--- src/shared/mipu_pkg.sv ---
package mipu_pkg;

  // register indexes; byte address on the bus is four times the index
  localparam logic [5:0] IDX_MISC = 6'h0C;
  localparam logic [5:0] IDX_WAKE_EN = 6'h0D;
  localparam logic [5:0] IDX_IRQ_STAT = 6'h0E;
  localparam logic [5:0] IDX_TCTRL = 6'h12;
  localparam logic [5:0] IDX_TSTAT = 6'h13;
  localparam logic [5:0] IDX_ASSOC_ICAP = 6'h14;
  localparam logic [5:0] IDX_ASSOC_OCMP = 6'h16;
  localparam logic [5:0] IDX_ASSOC_OVF = 6'h18;

  // miscellaneous register layout
  localparam int MISC_RISE_BIT = 6;
  localparam int MISC_FALL_BIT = 5;
  localparam logic [7:0] MISC_RST = 8'h10;
  localparam logic [7:0] MISC_WR_FREE = 8'h03;

  // timer control/status: enables and flags share positions 7..5
  localparam int TMR_LSB = 5;
  localparam int TMR_ICAP = 2;
  localparam int TMR_OCMP = 1;
  localparam int TMR_OVF = 0;
  localparam logic [7:0] TCTRL_RST = 8'h00;
  localparam logic [7:0] WAKE_EN_RST = 8'h00;

  // service vectors
  localparam logic [15:0] VEC_RESET = 16'h1FFE;
  localparam logic [15:0] VEC_TRAP = 16'h1FFC;
  localparam logic [15:0] VEC_EXT = 16'h1FFA;
  localparam logic [15:0] VEC_ICAP = 16'h1FF8;
  localparam logic [15:0] VEC_OCMP = 16'h1FF6;
  localparam logic [15:0] VEC_OVF = 16'h1FF4;
  localparam logic [15:0] VEC_WAKE = 16'h1FF0;

  typedef enum logic [2:0] {
    SRC_NONE,
    SRC_RESET,
    SRC_TRAP,
    SRC_EXT,
    SRC_ICAP,
    SRC_OCMP,
    SRC_OVF,
    SRC_WAKE
  } mipu_src_t;

  // events from the cpu core, each a one-cycle pulse except rti_mask
  typedef struct packed {
    logic boundary;
    logic trap;
    logic wait_e;
    logic halt_e;
    logic rti;
    logic rti_mask;
    logic sei;
    logic cli;
  } mipu_cpu_t;

  // service order to the cpu core
  typedef struct packed {
    logic take;
    mipu_src_t src;
    logic [15:0] vector;
    logic push_pc;
    logic push_x;
    logic push_a;
    logic push_cc;
    logic push_y;
    logic stacked_mask;
  } mipu_svc_t;

endpackage

--- src/hw/mipu_core.sv ---
// Decided for this implementation: the Wishbone slave port and the register offsets.
`timescale 1ns/1ps
// Functional notes
// - reset sets the interrupt mask, disabling maskable interrupts
// - entering wait or halt clears the mask
// - sources: external pin, wake-up port, timer, plus software trap
// - service pushes pc, x, a, cc, not y, then sets mask
// - after stacking, pc loads the serviced source's vector
// - return restores registers; mask clears only if stacked mask zero
// - priority: reset, trap, ext, capture, compare, overflow, wake-up
// - while masked only the trap is accepted
// - trap recognised when executed, regardless of mask
// - trigger codes: 00 fall+low, 01 fall, 10 rise, 11 both
// - trigger option writes ignored while mask is clear
// - changing trigger options discards pending external request
// - maskable interrupts taken only at instruction boundary
// - one external edge latched while masked; low level never latched
// - line still low after service is recognised again at the next enabled boundary
// - falling edge on an enabled wake-up pin raises a request
// - one wake-up edge latched while masked, cleared at service
// - timer request needs flag, enable and clear mask, else pending
// - timer flags in status register, enables in control register
// - status access then associated access clears flag and pending
// - rising select at bit 6, falling select at bit 5
module mipu_core
  import mipu_pkg::*;
#(
  parameter int WAKE_PINS = 6
) (
  // clock and reset
  input wire logic clk_i,
  input wire logic rst_i,
  // wishbone slave
  input wire logic wb_cyc_i,
  input wire logic wb_stb_i,
  input wire logic wb_we_i,
  input wire logic [7:0] wb_adr_i,
  input wire logic [3:0] wb_sel_i,
  input wire logic [31:0] wb_dat_i,
  output logic [31:0] wb_dat_o,
  output logic wb_ack_o,
  // cpu core
  input wire mipu_cpu_t cpu_i,
  output mipu_svc_t svc_o,
  output logic mask_o,
  // pins and timer
  input wire logic ext_irq_i,
  input wire logic [WAKE_PINS-1:0] wakeup_port_pins_i,
  input wire logic [2:0] tmr_flag_set_i,
  output logic [7:0] misc_o
);

  if (WAKE_PINS < 1 || WAKE_PINS > 8) begin : g_chk
    $error("WAKE_PINS must be 1 to 8");
  end

  function automatic logic [15:0] vec_of(input mipu_src_t s);
    logic [15:0] v;
    v = VEC_RESET;
    unique case (s)
      SRC_NONE: v = VEC_RESET;
      SRC_RESET: v = VEC_RESET;
      SRC_TRAP: v = VEC_TRAP;
      SRC_EXT: v = VEC_EXT;
      SRC_ICAP: v = VEC_ICAP;
      SRC_OCMP: v = VEC_OCMP;
      SRC_OVF: v = VEC_OVF;
      SRC_WAKE: v = VEC_WAKE;
    endcase
    return v;
  endfunction

  function automatic logic [5:0] assoc_idx(input int k);
    logic [5:0] r;
    r = IDX_ASSOC_OVF;
    if (k == TMR_ICAP) begin
      r = IDX_ASSOC_ICAP;
    end else if (k == TMR_OCMP) begin
      r = IDX_ASSOC_OCMP;
    end
    return r;
  endfunction

  logic mask_r;
  logic [7:0] misc_r;
  logic [7:0] tctrl_r;
  logic [7:0] wake_en_r;
  logic ack_r;
  logic [31:0] dat_r;
  mipu_svc_t svc_r;
  logic ext_s1_r, ext_s2_r, ext_d_r;
  logic [WAKE_PINS-1:0] wk_s1_r, wk_s2_r, wk_d_r;
  logic ext_pend_r;
  logic wake_pend_r;
  logic [2:0] tflag_r;
  logic [2:0] tarm_r;

  logic wb_req, wb_fire, wr;
  logic [5:0] idx;
  logic [7:0] rd_byte;
  logic opt_wr, opt_chg;
  logic rise_sel, fall_sel;
  logic ext_rise, ext_fall, edge_hit, level_req, ext_req;
  logic wake_hit;
  logic [2:0] tmr_req;
  logic [2:0] tmr_clr;
  logic take_now;
  mipu_src_t src_now;

  // bus slave: one wait state, ack for exactly one cycle
  assign wb_req = wb_cyc_i & wb_stb_i;
  assign wb_fire = wb_req & ack_r;
  assign idx = wb_adr_i[7:2];
  assign wr = wb_fire & wb_we_i & wb_sel_i[0];
  assign wb_ack_o = ack_r;
  assign wb_dat_o = dat_r;

  always_ff @(posedge clk_i) begin
    if (rst_i) begin
      ack_r <= 1'b0;
    end else begin
      ack_r <= wb_req & ~ack_r;
    end
  end

  always_comb begin
    rd_byte = 8'h00;
    unique case (idx)
      IDX_MISC: rd_byte = misc_r;
      IDX_WAKE_EN: rd_byte = wake_en_r;
      IDX_IRQ_STAT: rd_byte = {3'h0, wake_pend_r, ext_pend_r,
                               ext_s2_r, 1'b0, mask_r};
      IDX_TCTRL: rd_byte = tctrl_r;
      IDX_TSTAT: rd_byte = {tflag_r, 5'h00};
      default: rd_byte = 8'h00;
    endcase
  end

  always_ff @(posedge clk_i) begin
    if (rst_i) begin
      dat_r <= 32'h0000_0000;
    end else if (wb_req & ~ack_r) begin
      dat_r <= {24'h00_0000, rd_byte};
    end
  end

  // option writes only land while masked; a change drops the pending edge
  assign opt_wr = wr & (idx == IDX_MISC) & mask_r;
  assign opt_chg = opt_wr &
    (wb_dat_i[MISC_RISE_BIT:MISC_FALL_BIT] !=
     misc_r[MISC_RISE_BIT:MISC_FALL_BIT]);

  always_ff @(posedge clk_i) begin
    if (rst_i) begin
      misc_r <= MISC_RST;
    end else begin
      if (wr && idx == IDX_MISC) begin
        misc_r[1:0] <= wb_dat_i[1:0] & MISC_WR_FREE[1:0];
      end
      if (opt_wr) begin
        misc_r[MISC_RISE_BIT] <= wb_dat_i[MISC_RISE_BIT];
        misc_r[MISC_FALL_BIT] <= wb_dat_i[MISC_FALL_BIT];
      end
    end
  end
  assign misc_o = misc_r;

  always_ff @(posedge clk_i) begin
    if (rst_i) begin
      tctrl_r <= TCTRL_RST;
      wake_en_r <= WAKE_EN_RST;
    end else begin
      if (wr && idx == IDX_TCTRL) begin
        tctrl_r <= wb_dat_i[7:0];
      end
      if (wr && idx == IDX_WAKE_EN) begin
        wake_en_r <= wb_dat_i[7:0];
      end
    end
  end

  // external pin: two-stage sync, then a history stage for edges
  always_ff @(posedge clk_i) begin
    if (rst_i) begin
      ext_s1_r <= 1'b1;
      ext_s2_r <= 1'b1;
      ext_d_r <= 1'b1;
    end else begin
      ext_s1_r <= ext_irq_i;
      ext_s2_r <= ext_s1_r;
      ext_d_r <= ext_s2_r;
    end
  end

  assign rise_sel = misc_r[MISC_RISE_BIT];
  assign fall_sel = misc_r[MISC_FALL_BIT];
  assign ext_rise = ~ext_d_r & ext_s2_r;
  assign ext_fall = ext_d_r & ~ext_s2_r;
  assign edge_hit = (ext_fall & (~rise_sel | fall_sel)) |
                    (ext_rise & rise_sel);
  // low level is requested live, never latched, so a wired-or line that
  // stays low is seen again at the next enabled boundary
  assign level_req = ~rise_sel & ~fall_sel & ~ext_s2_r;
  assign ext_req = ext_pend_r | level_req;

  always_ff @(posedge clk_i) begin
    if (rst_i) begin
      ext_pend_r <= 1'b0;
    end else if (opt_chg) begin
      ext_pend_r <= 1'b0;
    end else if (edge_hit) begin
      ext_pend_r <= 1'b1;
    end else if (take_now && src_now == SRC_EXT) begin
      ext_pend_r <= 1'b0;
    end
  end

  // wake-up port: falling edge on any enabled pin
  always_ff @(posedge clk_i) begin
    if (rst_i) begin
      wk_s1_r <= '1;
      wk_s2_r <= '1;
      wk_d_r <= '1;
    end else begin
      wk_s1_r <= wakeup_port_pins_i;
      wk_s2_r <= wk_s1_r;
      wk_d_r <= wk_s2_r;
    end
  end

  assign wake_hit = |(wk_d_r & ~wk_s2_r &
                      wake_en_r[WAKE_PINS-1:0]);

  always_ff @(posedge clk_i) begin
    if (rst_i) begin
      wake_pend_r <= 1'b0;
    end else if (wake_hit) begin
      wake_pend_r <= 1'b1;
    end else if (take_now && src_now == SRC_WAKE) begin
      wake_pend_r <= 1'b0;
    end
  end

  // timer flags: cleared by status access then associated access
  for (genvar k = 0; k < 3; k++) begin : g_tmr
    assign tmr_clr[k] = wb_fire & (idx == assoc_idx(k)) & tarm_r[k];
    assign tmr_req[k] = tflag_r[k] & tctrl_r[TMR_LSB+k];

    always_ff @(posedge clk_i) begin
      if (rst_i) begin
        tflag_r[k] <= 1'b0;
        tarm_r[k] <= 1'b0;
      end else begin
        // a new flag in the clearing cycle survives
        tflag_r[k] <= tmr_flag_set_i[k] |
                      (tflag_r[k] & ~tmr_clr[k]);
        if (tmr_clr[k] || !tflag_r[k]) begin
          tarm_r[k] <= 1'b0;
        end else if (wb_fire && idx == IDX_TSTAT) begin
          tarm_r[k] <= 1'b1;
        end
      end
    end
  end

  // arbitration: trap at once, maskable only at a boundary while unmasked
  always_comb begin
    src_now = SRC_NONE;
    if (cpu_i.trap) begin
      src_now = SRC_TRAP;
    end else if (cpu_i.boundary && !mask_r) begin
      if (ext_req) begin
        src_now = SRC_EXT;
      end else if (tmr_req[TMR_ICAP]) begin
        src_now = SRC_ICAP;
      end else if (tmr_req[TMR_OCMP]) begin
        src_now = SRC_OCMP;
      end else if (tmr_req[TMR_OVF]) begin
        src_now = SRC_OVF;
      end else if (wake_pend_r) begin
        src_now = SRC_WAKE;
      end
    end
  end
  assign take_now = (src_now != SRC_NONE);

  // service order, one pulse per taken interrupt
  always_ff @(posedge clk_i) begin
    if (rst_i) begin
      svc_r <= '0;
    end else begin
      svc_r.take <= take_now;
      svc_r.src <= src_now;
      svc_r.vector <= vec_of(src_now);
      svc_r.push_pc <= take_now;
      svc_r.push_x <= take_now;
      svc_r.push_a <= take_now;
      svc_r.push_cc <= take_now;
      svc_r.push_y <= 1'b0;
      svc_r.stacked_mask <= mask_r;
    end
  end
  assign svc_o = svc_r;

  // global mask bit
  always_ff @(posedge clk_i) begin
    if (rst_i) begin
      mask_r <= 1'b1;
    end else if (take_now) begin
      mask_r <= 1'b1;
    end else if (cpu_i.rti) begin
      mask_r <= cpu_i.rti_mask;
    end else if (cpu_i.wait_e || cpu_i.halt_e) begin
      mask_r <= 1'b0;
    end else if (cpu_i.sei) begin
      mask_r <= 1'b1;
    end else if (cpu_i.cli) begin
      mask_r <= 1'b0;
    end
  end
  assign mask_o = mask_r;
endmodule

--- config.mk ---
export PLATFORM = sky130hd
export DESIGN_NAME = mipu_core
export DESIGN_NICKNAME = d
export VERILOG_FILES = /design/src/shared/mipu_pkg.sv /design/src/hw/mipu_core.sv
export SDC_FILE = /design/constraint.sdc
export NUM_CORES = 1
export LEC_CHECK = 0
export BUFFER_PORTS_ARGS = -buffer_cell sky130_fd_sc_hd__clkbuf_2
export CAP_MARGIN = 10
export CORE_MARGIN = 1.5
export CORE_UTILIZATION = 30
export CTS_BUF_LIST = sky130_fd_sc_hd__clkbuf_16
export DETAILED_ROUTE_END_ITERATION = 16
export GPL_TIMING_DRIVEN = 0
export SLEW_MARGIN = 20
export SYNTH_ARGS = -nofsm -noshare
export SYNTH_HDL_FRONTEND = slang
export SYNTH_SLANG_ARGS = --single-unit
--- constraint.sdc ---
create_clock -name clk_i -period 4.9 [get_ports clk_i]
set_input_delay 0.735 -clock clk_i [delete_from_list [all_inputs] [get_ports clk_i]]
set_output_delay 0.735 -clock clk_i [all_outputs]
set_load 0.01 [all_outputs]
==> results of run 1 <==
-- flip-flops by register name (all words and copies together), names as in the netlist, 3 cells and up --
| signal | cells |
|---|---|
| tflag_r | 3 |
| wk_d_r | 6 |
| wake_en_r | 8 |
| tarm_r | 3 |
| misc_o | 4 |
| wk_s1_r | 6 |
| svc_o | 9 |
| wb_dat_o | 8 |
| tctrl_r | 8 |
| wk_s2_r | 6 |
-- power breakdown --
part / total, W / leakage [nW] / internal (W) / switching (W)
logic: 0.000123 / 1.09 / 0.0000579 / 0.0000648
registers: 0.000577 / 0.556 / 0.000567 / 0.00000937
clock network: 0.000601 / 0.144 / 0.000382 / 0.000219
total: 0.00130 / 1.79 / 0.00101 / 0.000293
-- kinds of logic after synthesis --
logic type,synth area share [%]
simple gates,20.52
flops,44.21
buf+inv,13.45
compound gates,12.19
mux,7.192
fa+ha+maj,1.625
other cells,0.2439
xor+xnor,0.5690
-- metal layers --
| metal | vias to the layer above | routed length [µm] | track usage (%) |
|---|---|---|---|
| met5 | - | 0 | 0 |
| met4 | 0 | 147 | 6.151 |
| met2 | 86 | 3436 | 22.18 |
| li1 | 1282 | - | - |
| met3 | 12 | 424 | 3.947 |
| met1 | 1173 | 3422 | 16.76 |
-- worst register-to-register path: stages (launching register included) --
cell and delay (ns):
dfxtp_1 0.41, a22oi_1 0.16, a211o_1 0.32, a31oi_1 0.33, inv_1 0.14, ha_1 0.20
inv_1 0.10, o21ai_0 0.10, a221oi_1 0.27
-- cell usage in the layout, fill, tap and decap left out, types with 2 or more instances in the layout --
cell type	instances
nand2_1	9
and4bb_2	2
nand3b_1	6
a21oi_1	8
nand2b_1	3
nor2b_1	2
o2bb2ai_1	9
nor4_1	4
o21ai_0	8
a221oi_1	2
nand4_1	5
mux2i_1	21
xnor2_1	2
clkbuf_1	8
ha_1	4
o211ai_1	2
dfxtp_1	68
clkbuf_16	9
a222oi_1	2
clkinv_2	2
buf_4	45
clkbuf_2	71
or2_2	19
nor4_4	2
a22o_1	2
a21o_1	2
or3b_2	2
conb_1	33
nor2_1	38
a22oi_1	5
nor3_1	7
and2_1	2
inv_1	13
-- worst paths after layout --
path                              to             startpoint  cells after the start
max          tctrl_r[7]$_SDFFE_PP0P_            wb_adr_i[5]                      5
max reg2reg  ext_pend_r$_SDFFE_PP0P_  tflag_r[1]$_SDFF_PP0_                      8
min reg2reg    wk_s2_r[3]$_SDFF_PP1_  wk_s1_r[3]$_SDFF_PP1_                      1
min            wk_s2_r[3]$_SDFF_PP1_  wk_s1_r[3]$_SDFF_PP1_                      1
-- through the flow --
step           total power [W]  setup slack [ns]  hold slack [ns]  cells
2_1_floorplan        0.0006655             2.720           0.3895    354
3_3_place_gp         0.0007077             2.374           0.3929    558
3_5_place_dp         0.0007099             2.351           0.3932    558
4_1_cts               0.001308             2.690           0.4053    572
5_1_grt               0.001346             2.583           0.4125    572
6_report              0.001301             2.691           0.4037    572
-- cell type report --
cell class | count | area [µm²]
Inverter | 11 | 41.29
Buffer | 54 | 372.9
Multi-Input combinational cell | 221 | 1420
Sequential cell | 68 | 1361
Fill cell | 960 | 5874
Timing Repair Buffer | 71 | 355.3
Clock buffer | 9 | 225.2
Tap cell | 133 | 166.4
Clock inverter | 5 | 47.55
==> reports/qor.yml, run 1 <==
post-cts-setup-buffers: 0
rows: 36
worst_setup_path_start_kind: "input port"
drc: 0
die_y_um: 104.3
maxSlewViolCount: 0
critPathBufInv: 1
gp_congestion: 0.7689
finalSetupViolations: 0
fmax_mhz: 452.7
dieWidth_um: 104.3
first_pass_iters: 4
cts_sinks: 68
grt.total_usage_pct: 13.70
netlist_area_um2: 3079
cellLeakagePower_nw: 1.787
grt_overflow_total: 0
synth_seq_cells: 68
finClkSkew_ns: 0.008780
rsz0062_at_grt: "false"
hp-class: "register to register"
crit_chain: "clkbuf_2 > or4b_4 > nor4_4 > mux2i_1 > nor2_1"
ir_worst_vdd_mv: 0.1403
synth_ff_type: "dfxtp_1"
viasPerCell: 4.463
syn_inst: 323
slowest_stage: "nor4_4"
coreArea_um2: 9864
synth_most_common_cell: "dfxtp_1"
dp_hpwl_mm: 5.666
routedWlPerCell_um: 12.99
cp_data_required_time_ns: 5.09
ys_types: 51
fin_setup_tns_ns: 0
cts_buffer_depth: 2
power_density_nw_per_um2: 325.9
syn_avg_cell_area_um2: 9.533
n_antenna_cell: 0
area_growth_pct: 29.58
async_flop_share_pct: 0
grt_pass1_vias: 2332
min_period_over_period_pct: 45.08
synth_warnings: 0
vias: 2553
min_period_ns: 2.209
cts_root_buffer: "clkbuf_16"
synth-seq-area-share_pct: 44.21
cts.clk_slew.worst_paths_ns: 0.05
cp_slowest_stage_delay_ns: 0.62
synth_top_cell_by_area: "dfxtp_1"
slew_headroom_pct: 42.65
r2r_slack_ns: 2.77
antenna_found_initial: 0
fin_area_um2: 3990
io_pins: 135
netlist_top_cells_area: "dfxtp_1, buf_4, mux2i_1"
first_iter_violations: 94
final_antenna_net_count: 0
initial_utilization_pct: 31.22
cp_top_family: "simple AND/OR/NAND/NOR gates"
end_kind: "register"
clock_latency_ns: 0.33
crit_type: "input port to register"
holdBufCountCts: 0
post_cts_resized: 0
fin_util_pct: 40.45
io_buffer_count: 71
synth_edf_count: 0
netlist_top_cells_count: "dfxtp_1, buf_4, nor2_1, mux2i_1, or2_2"
place_area_um2: 3717
drive_gt1_share_pct: 35.76
wl_mm: 7.430
status: "finished clean"
worstPathArrival_ns: 2.40
final-hold-violation-count: 0
fin_nets: 507
cts_inserted_buffers: 9
cts_tree: "yes"
crit_fanout: 8
grt_start_max_net_pins: 11
cap_violations: 0
worstMarginPinSlew_ns: 0.8487
synth_top_area_share_pct: 44.21
htree_levels: 3
grt_pass1_wl_mm: 11.58
die_area_um2: 10880
Power figures use the tool's default switching activity.
==> run 2, diff against run 1 <==
- clock period: 4.9 -> 2.3 ns (I/O delays scaled with it)
==> run 2 against run 1 <==
Setup slack lost 2.5 ns. Non-clock buffer count is the same. Cell area grew 0.16%. Flip-flop and latch count is the same. Sequential share of layout area shrank 0.053 points. Total power grew 110%. Cell count is the same. Count of clock-buffer cells in the layout is the same. Combinational power grew 110%. Critical endpoint is now wake_pend_r$_SDFFE_PP0P_. Sequential power grew 110%. Global-route usage is the same. Core utilization grew 0.063 points.
==> reports/qor.yml, run 2 (synthesized netlist as in run 1, its figures left out) <==
crit_type: "register to register"  # was input port to register
swShare_pct: 22.50  # was 22.56%
finClkSkew_ns: 0.007109  # was 0.008780 ns
final_cell_mix: "clkbuf_2, dfxtp_1, buf_4"  # unchanged
grt_overflow_total: 0  # unchanged
routedWlPerCell_um: 13.01  # was 12.99 µm
clock_latency_ns: 0.32  # was 0.33 ns
r2r_slack_ns: 0.16  # was 2.77 ns
end_kind: "register"  # unchanged
worstPathArrival_ns: 2.33  # was 2.40 ns
cts.clk_slew.worst_paths_ns: 0.06  # was 0.05 ns
first_pass_iters: 4  # unchanged
dp_cells: 558  # unchanged
grt_start_max_net_pins: 11  # unchanged
crit_fanout: 6  # was 8
dieWidth_um: 104.3  # unchanged
antenna_found_initial: 0  # unchanged
viasPerCell: 4.462  # was 4.463
p_seq_share_pct: 44.4  # was 44.3%
combPwrFrac_pct: 9.5  # was 9.4%
crit_chain: "nor3_1 > a211o_1 > a31oi_2 > inv_1 > ha_1 > inv_1 > o41ai_1 > a21oi_1"  # was clkbuf_2 > or4b_4 > nor4_4 > mux2i_1 > nor2_1
total_power_w: 0.002769  # was 0.001301 W
wl_mm: 7.444  # was 7.430 mm
final-hold-violation-count: 0  # unchanged
maxSlewViolCount: 0  # unchanged
p_sw_w: 0.0006230  # was 0.0002935 W
timing.rr.start: "misc_o[5]$_SDFFE_PP0P_"  # was tflag_r[1]$_SDFF_PP0_
power_density_nw_per_um2: 692.8  # was 325.9 nW/µm²
grt.total_usage_pct: 13.70  # unchanged
cts_root_buffer: "clkbuf_16"  # unchanged
fin_setup_tns_ns: 0  # unchanged
ir_worst_vdd_mv: 0.2957  # was 0.1403 mV
post-cts-setup-buffers: 0  # unchanged
slew_headroom_pct: 39.73  # was 42.65%
first_iter_violations: 118  # was 94
cellLeakagePower_nw: 1.788  # was 1.787 nW
gp_congestion: 0.7689  # unchanged
cts_tree: "yes"  # unchanged
r2r-end: "wake_pend_r$_SDFFE_PP0P_"  # was ext_pend_r$_SDFFE_PP0P_
final_antenna_net_count: 0  # unchanged
largest_reg_flops: 9  # unchanged
final_cells: 572  # unchanged
cts_inserted_buffers: 9  # unchanged
endpoint: "wake_pend_r$_SDFFE_PP0P_"  # was tctrl_r[7]$_SDFFE_PP0P_
worstMarginPinSlew_ns: 0.8919  # was 0.8487 ns
fmax_mhz: 467.5
io_pins: 135  # unchanged
n_antenna_cell: 0  # unchanged
cp_common_cell: "inv_1"
die_area_um2: 10880  # unchanged
die_y_um: 104.3  # unchanged
cp_slowest_stage_delay_ns: 0.45  # was 0.62 ns
drc: 0  # unchanged
cts_sinks: 68  # unchanged
initial_utilization_pct: 31.22  # unchanged
grt_pass1_vias: 2332  # unchanged
place_ws_ns: 0.1408  # was 2.351 ns
grt_pass1_wl_mm: 11.58  # unchanged
status: "finished clean"  # unchanged
coreArea_um2: 9864  # unchanged
io_buffer_count: 71  # unchanged
vias: 2552  # was 2553
min_period_over_period_pct: 93.00
holdBufCountCts: 0  # unchanged
slowest_stage: "o41ai_1"  # was nor4_4
area_growth_pct: 29.78  # was 29.58%
r2r_cells: 8  # unchanged
min_period_ns: 2.139
cts_buffer_depth: 2  # unchanged
hp-class: "input port to register"  # was register to register
cellInternalPower_w: 0.002146  # was 0.001007 W
setup_slack_ns: 0.1610  # was 2.691 ns
cap_violations: 0  # unchanged
layout_commonest_cell: "clkbuf_2"  # unchanged
pwr-share-clk_pct: 46.1  # was 46.2%
rows: 36  # unchanged
cp-startpoint: "misc_o[5]$_SDFFE_PP0P_"  # was wb_adr_i[5]
worst_setup_path_start_kind: "register"  # was input port
drive_gt1_share_pct: 35.99  # was 35.76%
cp_data_required_time_ns: 2.49  # was 5.09 ns
finalSetupViolations: 0  # unchanged
fill_cells: 959  # was 960
fin_nets: 507  # unchanged
dp_hpwl_mm: 5.666  # unchanged
htree_levels: 3  # unchanged
[run 2: cell count changes in the layout (fill, tap and decap cells not counted)]
cell,previous run,this run
a31oi_1,1,0
a31oi_2,0,1
[run 2: repair_timing]
item	in CTS	in global routing
endpoints found under the hold margin	0	0
gates resized for setup	0	1
endpoints found under the setup margin	0	2
[run 2: worst min path at each step]
stage / from / endpoint / cells past startpoint
6_report: wakeup_port_pins_i[4] / wk_s1_r[4]$_SDFF_PP1_ / 2
5_1_grt: wakeup_port_pins_i[4] / wk_s1_r[4]$_SDFF_PP1_ / 2
4_1_cts: wakeup_port_pins_i[4] / wk_s1_r[4]$_SDFF_PP1_ / 2
3_5_place_dp: wk_s1_r[4]$_SDFF_PP1_ / wk_s2_r[4]$_SDFF_PP1_ / 1
3_3_place_gp: wk_s1_r[0]$_SDFF_PP1_ / wk_s2_r[0]$_SDFF_PP1_ / 1
2_1_floorplan: ext_s1_r$_SDFF_PP1_ / ext_s2_r$_SDFF_PP1_ / 1
[run 2: power groups by stage]
| stage | clock network (W) | registers [W] | logic [W] |
|---|---|---|---|
| global placement | 0 | 0.00125 | 0.000256 |
| finish | 0.00128 | 0.00123 | 0.000263 |
| global route | 0.00135 | 0.00123 | 0.000287 |
| floorplan | 0 | 0.00125 | 0.000167 |
| detailed placement | 0 | 0.00125 | 0.000259 |
| CTS | 0.00130 | 0.00123 | 0.000260 |
[run 2: through the flow]
stage	cell area [µm²]	hold slack [ns]	utilization, %
floorplan	3196	0.3895	-
global placement	3717	0.3929	37.68
detailed placement	3717	0.3932	37.68
CTS	3990	0.1896	40.45
global route	3996	0.2016	40.51
finish	3996	0.1963	40.51
[run 2: final cells by class]
cell class	count	area (µm²)	area share, %
clock inverter	5	47.55	1.190
timing repair buffer	71	355.3	8.892
tap	133	166.4	4.164
inverter	11	41.29	1.033
clock buffer	9	225.2	5.636
sequential	68	1361	34.06
buffer	54	372.9	9.330
multi-input combinational	221	1426	35.69
[run 2: metal layers]
layer  global-route usage (%)  up-vias  share of wire (%)
met5                        0        -                  0
met4                    6.151        0                1.4
met2                    22.18       94                 47
met3                    3.947        9                6.8
li1                         -     1283                  -
met1                    16.76     1166                 45
[run 2: worst max-delay path, delay by kind of cell (launching register included)]
family	cells	cell delay [ns]
AO/OA/AOI/OAI	4	0.88
adder cells (fa/ha/maj)	1	0.15
buffers and inverters	2	0.19
flip-flops	1	0.38
AND/OR/NAND/NOR	1	0.40
==> run 3, diff against run 2 <==
- CTS_BUF_LIST: sky130_fd_sc_hd__clkbuf_16 -> sky130_fd_sc_hd__clkbuf_4 sky130_fd_sc_hd__clkbuf_8
==> run 3 against run 2 <==
Total power fell by 12%. Combinational power barely moved. Fmax rose by 1.1%. Setup slack improved by 0.024 ns. Non-clock buffer count did not move. Sequential power barely moved. Critical path type unchanged. Critical endpoint unchanged. Largest power group is now registers.
==> reports/qor.yml, run 3 (synthesized netlist as in run 1, its figures left out) <==
status: "finished clean"  # unchanged
area_growth_pct: 26.74  # was 29.78%
worstHoldStart: "wakeup_port_pins_i[4]"  # unchanged
htree_levels: 3  # unchanged
cts_root_buffer: "clkbuf_8"  # was clkbuf_16
die_area_um2: 10880  # unchanged
holdBufCountCts: 0  # unchanged
dp_hpwl_mm: 5.666  # unchanged
fin_nets: 507  # unchanged
routedWlPerCell_um: 13.02  # was 13.01 µm
p_sw_w: 0.0005851  # was 0.0006230 W
grt_pass1_vias: 2311  # was 2332
cts.clk_slew.worst_paths_ns: 0.08  # was 0.06 ns
r2r_cells: 8  # unchanged
viasPerCell: 4.407  # was 4.462
fill_cells: 976  # was 959
maxSlewViolCount: 0  # unchanged
setup_slack_ns: 0.1847  # was 0.1610 ns
place_ws_ns: 0.1408  # unchanged
holdPathEnd: "wk_s1_r[4]$_SDFF_PP1_"  # unchanged
end_kind: "register"  # unchanged
final-hold-violation-count: 0  # unchanged
crit_type: "register to register"  # unchanged
gp_congestion: 0.7689  # unchanged
hp-class: "input port to register"  # unchanged
finalSetupViolations: 0  # unchanged
vias: 2521  # was 2552
grt.total_usage_pct: 13.70  # about the same
layout_commonest_cell: "clkbuf_2"  # unchanged
cts_sinks: 68  # unchanged
drive_gt1_share_pct: 36.45  # was 35.99%
timing.rr.start: "misc_o[5]$_SDFFE_PP0P_"  # unchanged
worstHoldPathCells: 2  # unchanged
antenna_found_initial: 0  # unchanged
largest_reg_flops: 9  # unchanged
fmax_mhz: 472.8  # was 467.5 MHz
io_buffer_count: 71  # unchanged
wl_mm: 7.447  # was 7.444 mm
worstMarginPinSlew_ns: 0.8762  # was 0.8919 ns
power_density_nw_per_um2: 621.4  # was 692.8 nW/µm²
seq_area_um2: 1361  # unchanged
combPwrFrac_pct: 10.8  # was 9.5%
multi_input_area_um2: 1426  # unchanged
cts_tree: "yes"  # unchanged
cts_inserted_buffers: 9  # unchanged
clock_latency_ns: 0.34  # was 0.32 ns
cellInternalPower_w: 0.001840  # was 0.002146 W
min_period_ns: 2.115  # was 2.139 ns
grt_overflow_total: 0  # unchanged
initial_utilization_pct: 31.22  # unchanged
drc: 0  # unchanged
grt_pass1_wl_mm: 11.56  # was 11.58 mm
coreArea_um2: 9864  # unchanged
r2r-end: "wake_pend_r$_SDFFE_PP0P_"  # unchanged
first_pass_iters: 4  # unchanged
p_seq_share_pct: 50.6  # was 44.4%
crit_fanout: 6  # unchanged
rsz0062_at_grt: "false"
final_cell_mix: "clkbuf_2, dfxtp_1, buf_4"  # unchanged
cap_violations: 0  # unchanged
worst_setup_path_start_kind: "register"  # unchanged
cp_data_required_time_ns: 2.52  # was 2.49 ns
finClkSkew_ns: 0.01081  # was 0.007109 ns
r2r_slack_ns: 0.18  # was 0.16 ns
min_period_over_period_pct: 91.97  # was 93.00%
pwr-share-clk_pct: 38.6  # was 46.1%
n_antenna_cell: 0  # unchanged
rows: 36  # unchanged
grt_start_max_net_pins: 11  # unchanged
swShare_pct: 24.13  # was 22.50%
cellLeakagePower_nw: 1.740  # was 1.788 nW
ir_worst_vdd_mv: 0.3396  # was 0.2957 mV
first_iter_violations: 97  # was 118
worstPathArrival_ns: 2.33  # about the same
fin_setup_tns_ns: 0  # unchanged
dieWidth_um: 104.3  # unchanged
cts_buffer_depth: 2  # unchanged
fin_util_pct: 39.56  # was 40.51%
final_antenna_net_count: 0  # unchanged
die_y_um: 104.3  # unchanged
io_pins: 135  # unchanged
slew_headroom_pct: 40.79  # was 39.73%
run 3: cell types whose count changed in the layout (fill, tap and decap cells not counted), sizes merged:
cell,before,now
clkbuf,88,90
inv,13,11
run 3: cell type report:
cell class / instances / share of cell area [%]
Inverter: 11 / 1.058
Buffer: 54 / 9.554
Timing Repair Buffer: 71 / 9.105
Multi-Input combinational cell: 221 / 36.55
Tap cell: 133 / 4.264
Sequential cell: 68 / 34.88
Clock buffer: 11 / 3.559
Clock inverter: 3 / 1.026
run 3: worst max-delay path: stages (launching register included):
cell	delay, ns
dfxtp_1	0.38
nor3_1	0.41
a211o_1	0.17
a31oi_2	0.14
inv_1	0.11
ha_1	0.14
inv_1	0.06
o41ai_1	0.46
a21oi_1	0.12
run 3: worst max path at each step:
stage                            from                       end  slack, ns
2_1_floorplan     mask_o$_SDFFE_PP1P_  wake_pend_r$_SDFFE_PP0P_       0.48
3_3_place_gp              wb_adr_i[5]   tctrl_r[1]$_SDFFE_PP0P_       0.16
3_5_place_dp              wb_adr_i[5]   tctrl_r[7]$_SDFFE_PP0P_       0.14
4_1_cts        misc_o[5]$_SDFFE_PP0P_  wake_pend_r$_SDFFE_PP0P_       0.18
5_1_grt        misc_o[5]$_SDFFE_PP0P_  wake_pend_r$_SDFFE_PP0P_      0.007
6_report       misc_o[5]$_SDFFE_PP0P_  wake_pend_r$_SDFFE_PP0P_       0.18
run 3: per-stage QoR:
| stage | power, W | hold WS, ns | cells | area, µm² |
|---|---|---|---|---|
| final | 0.002425 | 0.1853 | 572 | 3902 |
| after global routing | 0.002521 | 0.1736 | 572 | 3902 |
| after CTS | 0.002436 | 0.1667 | 572 | 3896 |
| after detailed placement | 0.001512 | 0.3932 | 558 | 3717 |
| after global placement | 0.001508 | 0.3929 | 558 | 3717 |
| after floorplan | 0.001418 | 0.3895 | 354 | 3196 |
run 3: what timing repair did:
action | CTS | global route
setup buffers | 0 | 0
resized for setup | 0 | 1
setup endpoints to repair | 0 | 2
run 3: power by group through the flow:
stage	logic (W)	registers, W	clock network [W]
after floorplan	0.000167	0.00125	0
after global placement	0.000256	0.00125	0
after detailed placement	0.000259	0.00125	0
after CTS	0.000260	0.00123	0.000949
after global routing	0.000287	0.00123	0.00100
final	0.000263	0.00123	0.000936
run 3: layer usage:
| layer | vias up | wire length (µm) | track usage [%] |
|---|---|---|---|
| met5 | - | 0 | 0 |
| met4 | 0 | 133 | 5.853 |
| met3 | 14 | 446 | 4.323 |
| met2 | 83 | 3419 | 22.04 |
| met1 | 1142 | 3447 | 16.77 |
| li1 | 1282 | - | - |
